<file path="src/core/order_defs.svh">
`ifndef ORDER_DEFS_SVH
`define ORDER_DEFS_SVH

// bus command codes as carried on the parallel bus
`define CMD_IO_RD 4'h2
`define CMD_IO_WR 4'h3
`define CMD_MEM_RD 4'h6
`define CMD_MEM_WR 4'h7
`define CMD_CFG_RD 4'hA
`define CMD_CFG_WR 4'hB
`define CMD_MEM_RD_MULT 4'hC
`define CMD_MEM_RD_LINE 4'hE
`define CMD_MEM_WRI 4'hF

// queue sizes, per direction
`define PW_DEPTH 4
`define PW_CNT_W 3
`define DTQ_DEPTH 4
`define DTQ_IDX_W 2

// field widths
`define ADDR_W 32
`define DATA_W 32
`define BE_W 4
`define CMD_W 4

`endif

</file>
<file path="src/core/order_pkg.sv">
package order_pkg;
  `include "order_defs.svh"

  typedef struct packed {
    logic [`CMD_W-1:0] cmd;
    logic [`ADDR_W-1:0] addr;
    logic [`BE_W-1:0] be;
    logic [`DATA_W-1:0] data;
  } txn_s;

  typedef enum logic [2:0] {
    RSP_ACCEPT = 3'b001,
    RSP_RETRY = 3'b010,
    RSP_DONE = 3'b100
  } rsp_e;

  typedef struct packed {
    logic valid;
    rsp_e kind;
    logic abort;
    logic [`DATA_W-1:0] data;
  } rsp_s;

  typedef struct packed {
    logic abort;
    logic [`DATA_W-1:0] data;
  } cpl_s;

  typedef enum logic [3:0] {
    ENT_FREE = 4'b0001,
    ENT_WAIT = 4'b0010,
    ENT_BUSY = 4'b0100,
    ENT_DONE = 4'b1000
  } ent_e;

  typedef struct packed {
    ent_e st;
    logic is_rd;
    logic [`PW_CNT_W-1:0] ahead;
    txn_s txn;
    cpl_s cpl;
  } ent_s;
endpackage

</file>
<file path="src/core/bridge_order.sv">
// What this block does
// - memory write and write-invalidate are posted: buffered, done at source first
// - io and config writes get retry and enter the delayed queue
// - delayed write finishes on target bus before initiator sees completion
// - target response of a delayed write is buffered for the initiator side
// - all reads get retry and enter the delayed queue
// - returned read data is buffered and handed to the initiator
// - separate writes are never combined into one
// - byte lanes of separate masked writes are never merged
// - repeated writes to one address are never collapsed
// - ordering position is fixed only on a non-retry termination
// - retried delayed requests may complete in any mutual order
// - opposite directions are independent and run concurrently
// - posted write acceptance never waits on a non-posted master cycle
// - posted writes are accepted whatever the delayed queue state
// - posted writes leave in arrival order
// - delayed read waits for earlier same-direction posted writes
// - read completion waits for earlier posted writes in its direction
// - delayed write waits for earlier same-direction posted writes
// - fair arbiter between posted queue and delayed queue
// - delayed requests and completions pass freely; write completions pass posted
`timescale 1ns/1ps
`include "order_defs.svh"
module bridge_order #(
  parameter int PW_DEPTH = `PW_DEPTH,
  parameter int DTQ_DEPTH = `DTQ_DEPTH
) (
  // clock and reset
  input wire logic clk_sys,
  input wire logic arst_n,
  // bridge as target, index 0 primary, 1 secondary
  input wire logic [1:0] tgt_req_valid,
  input order_pkg::txn_s [1:0] tgt_req,
  output order_pkg::rsp_s [1:0] tgt_rsp,
  // bridge as master, same indexing
  output logic [1:0] mst_req_valid,
  output order_pkg::txn_s [1:0] mst_req,
  input wire logic [1:0] mst_req_ready,
  input wire logic [1:0] mst_done,
  input order_pkg::cpl_s [1:0] mst_cpl
);
  import order_pkg::*;

  localparam int TXN_W = $bits(txn_s);

  // cross-direction views, direction d starts on bus d
  logic pw_pop [2];
  logic [`PW_CNT_W-1:0] pw_cnt [2];
  logic sk_valid [2];
  txn_s sk_out [2];
  rsp_s rsp_q [2];

  // direction 0 targets the secondary bus, direction 1 the primary
  assign mst_req_valid = {sk_valid[0], sk_valid[1]};
  assign mst_req = {sk_out[0], sk_out[1]};
  assign tgt_rsp = {rsp_q[1], rsp_q[0]};

  function automatic logic is_posted(input logic [`CMD_W-1:0] cmd);
    return (cmd == `CMD_MEM_WR) || (cmd == `CMD_MEM_WRI);
  endfunction

  function automatic logic is_dly_wr(input logic [`CMD_W-1:0] cmd);
    return (cmd == `CMD_IO_WR) || (cmd == `CMD_CFG_WR);
  endfunction

  // both directions are identical and share nothing but posted queue occupancy counts and pop strobes
  for (genvar d = 0; d < 2; d++) begin : g_dir
    localparam int TB = 1 - d;

    typedef struct packed {
      ent_s [DTQ_DEPTH-1:0] ent;
      rsp_s rsp;
      logic busy;
      logic posted;
      logic [`DTQ_IDX_W-1:0] slot;
      logic pref_dly;
    } st_s;

    st_s st_reg, st_next;
    logic pw_push, pw_in_ready, pw_out_valid;
    txn_s pw_head;
    logic sk_push, sk_in_ready;
    txn_s sk_data;

    // posted write leaves its queue only once the target bus has finished it
    assign pw_pop[d] = st_reg.busy && st_reg.posted && mst_done[TB];
    assign rsp_q[d] = st_reg.rsp;

    pw_fifo #(
      .W(TXN_W),
      .DEPTH(PW_DEPTH),
      .CNT_W(`PW_CNT_W)
    ) u_pw (
      .clk_sys(clk_sys),
      .arst_n(arst_n),
      .in_valid(pw_push),
      .in_ready(pw_in_ready),
      .in_data(tgt_req[d]),
      .out_valid(pw_out_valid),
      .out_ready(pw_pop[d]),
      .out_data(pw_head),
      .count(pw_cnt[d])
    );

    skid_buf #(
      .W(TXN_W)
    ) u_skid (
      .clk_sys(clk_sys),
      .arst_n(arst_n),
      .in_valid(sk_push),
      .in_ready(sk_in_ready),
      .in_data(sk_data),
      .out_valid(sk_valid[d]),
      .out_ready(mst_req_ready[TB]),
      .out_data(sk_out[d])
    );

    always_comb begin
      logic hit, has_free, dly_ok, gnt_dly, gnt_pw;
      logic [`DTQ_IDX_W-1:0] hit_i, free_i, dly_i;
      st_next = st_reg;
      hit = 1'b0;
      has_free = 1'b0;
      dly_ok = 1'b0;
      gnt_dly = 1'b0;
      gnt_pw = 1'b0;
      hit_i = '0;
      free_i = '0;
      dly_i = '0;
      pw_push = 1'b0;
      sk_push = 1'b0;
      sk_data = pw_head;
      st_next.rsp.valid = 1'b0;
      st_next.rsp.kind = RSP_RETRY;
      st_next.rsp.abort = 1'b0;
      st_next.rsp.data = '0;

      // count down earlier posted writes still ahead of each entry
      for (int i = 0; i < DTQ_DEPTH; i++) begin
        if (st_reg.ent[i].st == ENT_WAIT && pw_pop[d] && st_reg.ent[i].ahead != '0) begin
          st_next.ent[i].ahead = st_reg.ent[i].ahead - 1'b1;
        end
        if (st_reg.ent[i].st == ENT_DONE && pw_pop[TB] && st_reg.ent[i].ahead != '0) begin
          st_next.ent[i].ahead = st_reg.ent[i].ahead - 1'b1;
        end
      end

      // answer from the target bus for the cycle in flight
      if (st_reg.busy && mst_done[TB]) begin
        st_next.busy = 1'b0;
        if (!st_reg.posted) begin
          st_next.ent[st_reg.slot].st = ENT_DONE;
          st_next.ent[st_reg.slot].cpl = mst_cpl[TB];
          // read data must trail posted writes heading the same way
          if (st_reg.ent[st_reg.slot].is_rd) begin
            st_next.ent[st_reg.slot].ahead = pw_cnt[TB] - `PW_CNT_W'(pw_pop[TB]);
          end else begin
            st_next.ent[st_reg.slot].ahead = '0;
          end
        end
      end

      // request from the initiator bus
      if (tgt_req_valid[d]) begin
        st_next.rsp.valid = 1'b1;
        if (is_posted(tgt_req[d].cmd)) begin
          // only queue space matters, never delayed progress
          if (pw_in_ready) begin
            pw_push = 1'b1;
            st_next.rsp.kind = RSP_ACCEPT;
          end
        end else begin
          for (int i = DTQ_DEPTH - 1; i >= 0; i--) begin
            if (st_reg.ent[i].st != ENT_FREE &&
                st_reg.ent[i].txn.cmd == tgt_req[d].cmd &&
                st_reg.ent[i].txn.addr == tgt_req[d].addr &&
                st_reg.ent[i].txn.be == tgt_req[d].be) begin
              hit = 1'b1;
              hit_i = `DTQ_IDX_W'(i);
            end
            if (st_reg.ent[i].st == ENT_FREE) begin
              has_free = 1'b1;
              free_i = `DTQ_IDX_W'(i);
            end
          end
          if (hit) begin
            if (st_reg.ent[hit_i].st == ENT_DONE && st_reg.ent[hit_i].ahead == '0) begin
              // only this termination fixes the ordering slot
              st_next.rsp.kind = RSP_DONE;
              st_next.rsp.abort = st_reg.ent[hit_i].cpl.abort;
              st_next.rsp.data = st_reg.ent[hit_i].cpl.data;
              st_next.ent[hit_i].st = ENT_FREE;
            end
          end else if (has_free) begin
            st_next.ent[free_i].st = ENT_WAIT;
            st_next.ent[free_i].txn = tgt_req[d];
            st_next.ent[free_i].is_rd = !is_dly_wr(tgt_req[d].cmd);
            st_next.ent[free_i].ahead = pw_cnt[d] - `PW_CNT_W'(pw_pop[d]);
            st_next.ent[free_i].cpl = '0;
          end
        end
      end

      // pick the next target bus cycle, one in flight at a time
      if (!st_reg.busy && sk_in_ready) begin
        // lowest free-to-go entry wins; delayed entries need no mutual order
        for (int i = DTQ_DEPTH - 1; i >= 0; i--) begin
          if (st_reg.ent[i].st == ENT_WAIT && st_reg.ent[i].ahead == '0) begin
            dly_ok = 1'b1;
            dly_i = `DTQ_IDX_W'(i);
          end
        end
        gnt_dly = dly_ok && (!pw_out_valid || st_reg.pref_dly);
        gnt_pw = pw_out_valid && !gnt_dly;
        if (gnt_pw) begin
          sk_push = 1'b1;
          sk_data = pw_head;
          st_next.busy = 1'b1;
          st_next.posted = 1'b1;
          st_next.pref_dly = 1'b1;
        end else if (gnt_dly) begin
          sk_push = 1'b1;
          sk_data = st_reg.ent[dly_i].txn;
          st_next.busy = 1'b1;
          st_next.posted = 1'b0;
          st_next.slot = dly_i;
          st_next.pref_dly = 1'b0;
          st_next.ent[dly_i].st = ENT_BUSY;
        end
      end
    end

    always_ff @(posedge clk_sys or negedge arst_n) begin
      if (!arst_n) begin
        st_reg <= '0;
        st_reg.rsp.kind <= RSP_RETRY;
        for (int i = 0; i < DTQ_DEPTH; i++) begin
          st_reg.ent[i].st <= ENT_FREE;
        end
      end else begin
        st_reg <= st_next;
      end
    end
  end
endmodule // bridge_order

</file>
<file path="src/core/pw_fifo.sv">
`timescale 1ns/1ps
module pw_fifo #(
  parameter int W = 8,
  parameter int DEPTH = 4,
  parameter int CNT_W = 3
) (
  // clock and reset
  input wire logic clk_sys,
  input wire logic arst_n,
  // fill side
  input wire logic in_valid,
  output logic in_ready,
  input wire logic [W-1:0] in_data,
  // drain side
  output logic out_valid,
  input wire logic out_ready,
  output logic [W-1:0] out_data,
  output logic [CNT_W-1:0] count
);
  typedef struct packed {
    logic [DEPTH-1:0][W-1:0] mem;
    logic [CNT_W-1:0] wp;
    logic [CNT_W-1:0] rp;
    logic [CNT_W-1:0] cnt;
  } st_s;

  st_s st_reg, st_next;
  logic push, pop;

  assign in_ready = st_reg.cnt != CNT_W'(DEPTH);
  assign out_valid = st_reg.cnt != '0;
  assign out_data = st_reg.mem[st_reg.rp];
  assign count = st_reg.cnt;
  assign push = in_valid && in_ready;
  assign pop = out_valid && out_ready;

  // one entry per transaction, entries are never merged
  always_comb begin
    st_next = st_reg;
    if (push) begin
      st_next.mem[st_reg.wp] = in_data;
      st_next.wp = (st_reg.wp == CNT_W'(DEPTH - 1)) ? '0 : st_reg.wp + 1'b1;
    end
    if (pop) begin
      st_next.rp = (st_reg.rp == CNT_W'(DEPTH - 1)) ? '0 : st_reg.rp + 1'b1;
    end
    if (push && !pop) begin
      st_next.cnt = st_reg.cnt + 1'b1;
    end else if (pop && !push) begin
      st_next.cnt = st_reg.cnt - 1'b1;
    end
  end

  always_ff @(posedge clk_sys or negedge arst_n) begin
    if (!arst_n) begin
      st_reg <= '0;
    end else begin
      st_reg <= st_next;
    end
  end
endmodule // pw_fifo

</file>
<file path="src/core/skid_buf.sv">
`timescale 1ns/1ps
module skid_buf #(
  parameter int W = 8
) (
  // clock and reset
  input wire logic clk_sys,
  input wire logic arst_n,
  // fill side
  input wire logic in_valid,
  output logic in_ready,
  input wire logic [W-1:0] in_data,
  // drain side
  output logic out_valid,
  input wire logic out_ready,
  output logic [W-1:0] out_data
);
  typedef struct packed {
    logic mv;
    logic [W-1:0] md;
    logic sv;
    logic [W-1:0] sd;
  } st_s;

  st_s st_reg, st_next;

  // ready comes from a flop so the source never sees a combinational path
  assign in_ready = !st_reg.sv;
  assign out_valid = st_reg.mv;
  assign out_data = st_reg.md;

  always_comb begin
    st_next = st_reg;
    if (st_reg.mv && out_ready) begin
      if (st_reg.sv) begin
        st_next.md = st_reg.sd;
        st_next.sv = 1'b0;
      end else begin
        st_next.mv = 1'b0;
      end
    end
    if (in_valid && !st_reg.sv) begin
      if (!st_next.mv) begin
        st_next.mv = 1'b1;
        st_next.md = in_data;
      end else begin
        st_next.sv = 1'b1;
        st_next.sd = in_data;
      end
    end
  end

  always_ff @(posedge clk_sys or negedge arst_n) begin
    if (!arst_n) begin
      st_reg <= '0;
    end else begin
      st_reg <= st_next;
    end
  end
endmodule // skid_buf

</file>
<file path="config.mk">
export PLATFORM = sky130hd
export DESIGN_NAME = bridge_order
export DESIGN_NICKNAME = d
export VERILOG_FILES = /design/src/core/order_pkg.sv /design/src/core/bridge_order.sv /design/src/core/pw_fifo.sv /design/src/core/skid_buf.sv
export VERILOG_INCLUDE_DIRS = /design/src /design/src/core
export SDC_FILE = /design/constraint.sdc
export NUM_CORES = 2
export LEC_CHECK = 0
export ABC_AREA = 1
export BUFFER_PORTS_ARGS = -buffer_cell sky130_fd_sc_hd__buf_2
export CAP_MARGIN = 20
export CORE_MARGIN = 2
export CORE_UTILIZATION = 60
export CTS_CLUSTER_DIAMETER = 30
export DETAILED_ROUTE_END_ITERATION = 12
export GPL_ROUTABILITY_DRIVEN = 0
export PLACE_DENSITY_LB_ADDON = 0.12
export SLEW_MARGIN = 40
export SYNTH_ARGS = -nofsm -noshare
export SYNTH_HDL_FRONTEND = slang
export SYNTH_SLANG_ARGS = --single-unit
</file>
<file path="constraint.sdc">
create_clock -name clk_sys -period 6.41 [get_ports clk_sys]
set_input_delay 0.641 -clock clk_sys [delete_from_list [all_inputs] [get_ports clk_sys]]
set_output_delay 0.641 -clock clk_sys [all_outputs]
set_load 0.02 [all_outputs]
</file>
# Yosys cells after proc, flatten, opt, wreduce, memory -nomap -nowiden
# Cells that the tools add are included.
# Widths: inputs -> output; s select.
[word_totals]
output_inout_bits = 220
wordCells = 624
input_bits = 218
register_bits = 1874
[classes]
magnitude_cmp = 22
eq_ne = 72
add_sub_neg = 18
reduce_logical = 150
bitwise = 2
n_mux = 250
[op_table]
columns = ["operator", "count"]
rows = [
  ["$bwmux 452", 22],
  ["$mux 452", 20],
  ["$demux 113 s2", 20],
  ["$bmux 113 s2", 6],
  ["$mux 113", 10],
  ["$mux 489", 2],
  ["$mux 72", 12],
  ["$bwmux 288", 2],
  ["$mux 109", 4],
  ["$mux 108", 4],
  ["$mux 105", 4],
  ["$mux 146", 2],
  ["$mux 73", 4],
  ["$bmux 72 s2", 2],
  ["$demux 72 s2", 2],
  ["$eq 32x32->1", 8],
  ["$mux 33", 6],
  ["$mux 74", 2],
  ["$mux 36", 4],
  ["$logic_and 1x1->1", 100],
  ["$mux 2", 40],
  ["$mux 3", 26],
  ["$eq 4x4->1", 16],
  ["$eq 4x4->1 const B", 14],
  ["23 further kinds", 182],
]

# Depth between registers and ports, before layout
[logic_depth]
word_depth = 25
ltp_mapped = 20
depth_no_buf = 18

# Hierarchy
# A second synthesis with hierarchy kept.
[unflattened]
hier_cells = 12068
area_unflattened_um2 = 95798.1
[modules_own_cells]
columns = ["mod", "seq_area_each_um2", "area_per_inst_um2", "cells_each", "n_inst"]
rows = [
  ["bridge_order", 24686.2, 50739.9, 6306, 1],
  ["skid_buf", 3653.5, 7742.4, 1020, 2],
  ["pw_fifo (g_dir[0].u_pw)", 7432.1, 15014.4, 1897, 1],
  ["pw_fifo (g_dir[1].u_pw)", 7432.1, 14559.0, 1825, 1],
]

# Least setup slack after synthesis
# OpenSTA, ideal clock, no wires.
[synth_path]
path_type = "input-to-reg"
start = "in tgt_req[71] (netlist name)"
end = "reg g_dir[0].st_reg[384] (netlist name)"
arrival_time_ns = 2.270
setup_ns = 0.145
path_stages = 17
t_required_ns = 6.265
path_buffers = 3
path_slack_ns = 3.995
cell_sequence = "buf_2 inv_1 nand2_1 nand4_1 nor2_1 nand2_1 nor2_1 nand3_2 nand2_2 nor2_4 nand2_1 nor2_2 nand3_1 buf_4 inv_2 buf_4 a211oi_2"
[synth_rtl]
columns = ["element", "line", "text"]
rows = [
  ["start, declared", "bridge_order.sv:33", "input order_pkg::txn_s [1:0] tgt_req,"],
  ["end signal, assigned", "bridge_order.sv:241", "st_reg <= st_next;"],
  ["end, declared", "bridge_order.sv:79", "st_s st_reg, st_next;"],
]

# Worst setup path in the final report
[layout_path]
start = "reg g_dir[1].st_reg[486] (netlist name)"
end = "reg g_dir[1].u_skid.st_reg[50] (netlist name)"
[layout_between]
elab_chain_len = 14
[layout_rtl]
columns = ["element", "line", "text"]
rows = [
  ["start, declared", "bridge_order.sv:79", ""],
  ["start signal, assigned", "bridge_order.sv:241", ""],
  ["$logic_not 3->1 (*)", "bridge_order.sv:208", "if (st_reg.ent[i].st == ENT_WAIT && st_reg.ent[i].ahead == '0) begin"],
  ["$logic_and 1x1->1 (*)", "bridge_order.sv:208", ""],
  ["parallel branches: the longest is 12 deep, another holds $bmux 113 s2", "-", ""],
  ["end signal, assigned", "skid_buf.sv:56", "st_reg <= st_next;"],
  ["end, declared", "skid_buf.sv:24", "st_s st_reg, st_next;"],
]
# Every way passes the cells marked *. The select of a mux whose other input is x is not followed.
# A chain may end at the register's enable or synchronous reset.

==> impl_metrics.yaml <==
detailed_routing:
  dr.pass1.iters: 6
  drtIter0Drc: 7799
  drc: 0
  route.vias.total: 76000
  antenna_left: 0
  wl_per_cell_um: 21.2
  drt_wl_total_um: 270000
  routed_via_density: 5.97
worst_setup_path:
  cp_max_fo: 44
  startpoint_type: "flop"
  crit_required_ns: 7.24
  worstSetupPathType: "reg -> reg"
  crit_arrival_ns: 4.77
  endpoint_kind: "flop"
flow_run:
  maxCapViolCount: 0
yosys:
  synth_top_cells_by_count: "nand2_1 (2526), dfrtp_1 (1862), o21ai_0 (1445)"
  synth_area_um2: 87900
  synth_cell_types: 62
  synth-seq-cells: 1872
  synth_warnings: 0
  syn_avg_cell_area_um2: 8.54
  synth_area_leader_cell: "dfrtp_1"
  synth_top_area_frac: 0.530
  postSynthCellCount: 10300
  synth_most_common_cell: "nand2_1"
  async_flop_share: 1.00
  synth_edf_count: 0
  synth_area_leaders: "dfrtp_1 (53%), nand2_1 (11%), o21ai_0 (8.2%)"
  synth-seq-area-share: 0.533
  ys.flop_type: "dfrtp_1"
  syn_nets: 10500
timing:
  relSlewSlack: 0.268
  setup_viol: 0
  fin_crit_sh: 0.615
  finalMaxSlewViolations: 0
  hold_viol_final: 0
  min_period_ns: 3.94
  worstMarginPinSlew_ns: 1.09
  finalSetupTns_ns: 0
  fmax_mhz: 254
  skew_ns: 0.0655
  rsz0062_at_grt: "no"
clock_network:
  clockBufferDepth: 4
  cts-root-buf: "clkbuf_16"
  clock_latency_ns: 0.96
  clk_pin_slew_worst_paths_ns: 0.05
  cts_setup_buffers: 0
  cts_max_level: 5
  cts.sinks: 1872
  cts_tree: "built"
  numCtsBuffers: 416
finish:
  synthToLayoutAreaGrowth_pct: 19.4
  nets: 10700
  drive_above_1_share: 0.145
  utilization: 0.721
  fillers: 10600
  largest_register_ffs: 912
power_and_ir_drop:
  vdd_drop_max_v: 0.000328
  power_mw: 48.0
  powerDensity_nw_per_um2: 457
  pwr-share-clk: 0.457
  switchingPower_mw: 15.2
  cellLeakagePower_nw: 49.0
  p_comb_frac: 0.216
  switching_share: 0.317
  pwr-share-seq: 0.328
  power.internal_mw: 32.8
global_route:
  grt_pass1_wl_um: 424000
  grt_start_max_net_pins: 162
  antenna_found_initial: 53
  gr-total-overflow: 0
  grt.total_usage: 0.358
  grt_pass1_vias: 75000
die:
  initial_core_util: 0.604
  dieWidth_um: 387
  die_h_um: 387
  row_count: 140
  coreArea_um2: 146000
  boundaryPins: 438
  fp.dieArea_um2: 150000
run_status:
  status: "completed"
hold_path:
  hold_path_class: "in -> reg"
placement:
  io_buffers: 437
  dp_hpwl_um: 160000
==> area by class of cell <==
| type | count | area [µm²] | area share |
|---|---|---|---|
| multi-input combinational | 6682 | 33500 | 0.319 |
| clock buffer | 527 | 11500 | 0.110 |
| timing repair buffer | 646 | 4390 | 0.0419 |
| sequential | 1872 | 46900 | 0.446 |
| inverter | 818 | 3120 | 0.0297 |
| antenna | 34 | 85.1 | 0.000811 |
| clock inverter | 227 | 3060 | 0.0291 |
| tap | 1917 | 2400 | 0.0228 |
==> repair_timing <==
item | 4_1_cts | 5_1_grt
gates resized for setup | 0 | 0
hold buffers | 65 | 0
hold endpoints to repair | 191 | 0
==> path summary, 6_finish.rpt <==
check / from / end / slack (ns) / cells past startpoint
worst max-delay path: g_dir[1].st_reg[486] / g_dir[1].u_skid.st_reg[50] / 2.47 / 12
worst min-delay path: tgt_req[66] / g_dir[0].st_reg[141] / 0.04 / 3
worst max register to register: g_dir[1].st_reg[486] / g_dir[1].u_skid.st_reg[50] / 2.47 / 12
worst min register to register: g_dir[0].u_pw.st_reg[221] / g_dir[0].u_pw.st_reg[221] / 0.45 / 2
max in group asynchronous: arst_n / g_dir[0].st_reg[388] / 4.40 / 5
min in group asynchronous: arst_n / g_dir[0].u_pw.st_reg[240] / 0.23 / 2
==> power by group through the flow <==
stage               Combinational [mW]  Clock, mW  Sequential, mW
detailed placement                10.1          0            15.8
floorplan                         7.30          0            15.3
global route                      11.4       22.8            16.0
global placement                  9.68          0            15.8
finish                            10.3       21.9            15.7
CTS                               10.2       22.0            15.7
==> placed cells by master (no fill, tap or decap), types with 30 or more instances in the layout <==
master            n
a211oi_1         52
a211oi_2         30
a21boi_1         47
a21oi_1         175
a22oi_1         141
buf_2           436
buf_4            99
bufinv_16        62
clkbuf_1         44
clkbuf_16       419
clkbuf_8         64
clkinv_2         72
clkinvlp_4       47
dfrtp_1        1857
diode_2          34
dlygate4sd3_1    65
ha_1             32
inv_1           727
inv_2            68
nand2_1        2521
nand3_1         203
nand4_1         172
nor2_1          588
nor3_2           52
o211ai_1        183
o21ai_0        1427
o21ai_1         380
o221ai_1         31
o22ai_1         220
xnor2_1         121
xor2_1           61
==> through the flow <==
step / hold WS [ns] / cells / worst slack [ns] / cell area [µm²]
after floorplan: 0.345 / 10300 / 3.99 / 87900
after global placement: 0.434 / 11900 / 2.16 / 89200
after detailed placement: 0.437 / 11900 / 2.35 / 89400
after CTS: 0.000968 / 12700 / 2.57 / 105000
after global routing: 0.0367 / 12700 / 2.28 / 105000
final: 0.0368 / 12700 / 2.47 / 105000
==> kinds of logic (layout without fill, tap and decap cells) <==
kind of cell             after synthesis  count (layout)  share of synthesized area
AO/OA/AOI/OAI                       2808            2808                      0.183
XOR/XNOR                             182             182                     0.0181
adder cells (fa/ha/maj)               34              34                    0.00501
buffers and inverters               1741            2218                     0.0891
flip-flops                          1872            1872                      0.533
multiplexers                           4               4                   0.000470
other                                  0              34                          0
AND/OR/NAND/NOR                     3654            3654                      0.171
==> metal layers <==
layer / routed length (µm) / GRT usage / up-vias
met3: 25200 / 0.0819 / 725
met1: 106000 / 0.469 / 37100
met2: 126000 / 0.566 / 3681
met5: 334 / 0 / -
li1: - / - / 34400
met4: 12500 / 0.172 / 48
==> critical path: stages (launching register included) <==
cell and delay [ns]:
dfrtp_1 0.35, inv_1 0.14, ha_1 0.17, nand2_1 0.11
nor2_1 0.25, nand2_1 0.16, nor2_4 0.67, buf_4 0.73
a22o_1 0.30, a211oi_1 0.06, a21boi_1 0.70, nand2_1 0.10
o21ai_1 0.10
Power figures use the tool's default switching activity.
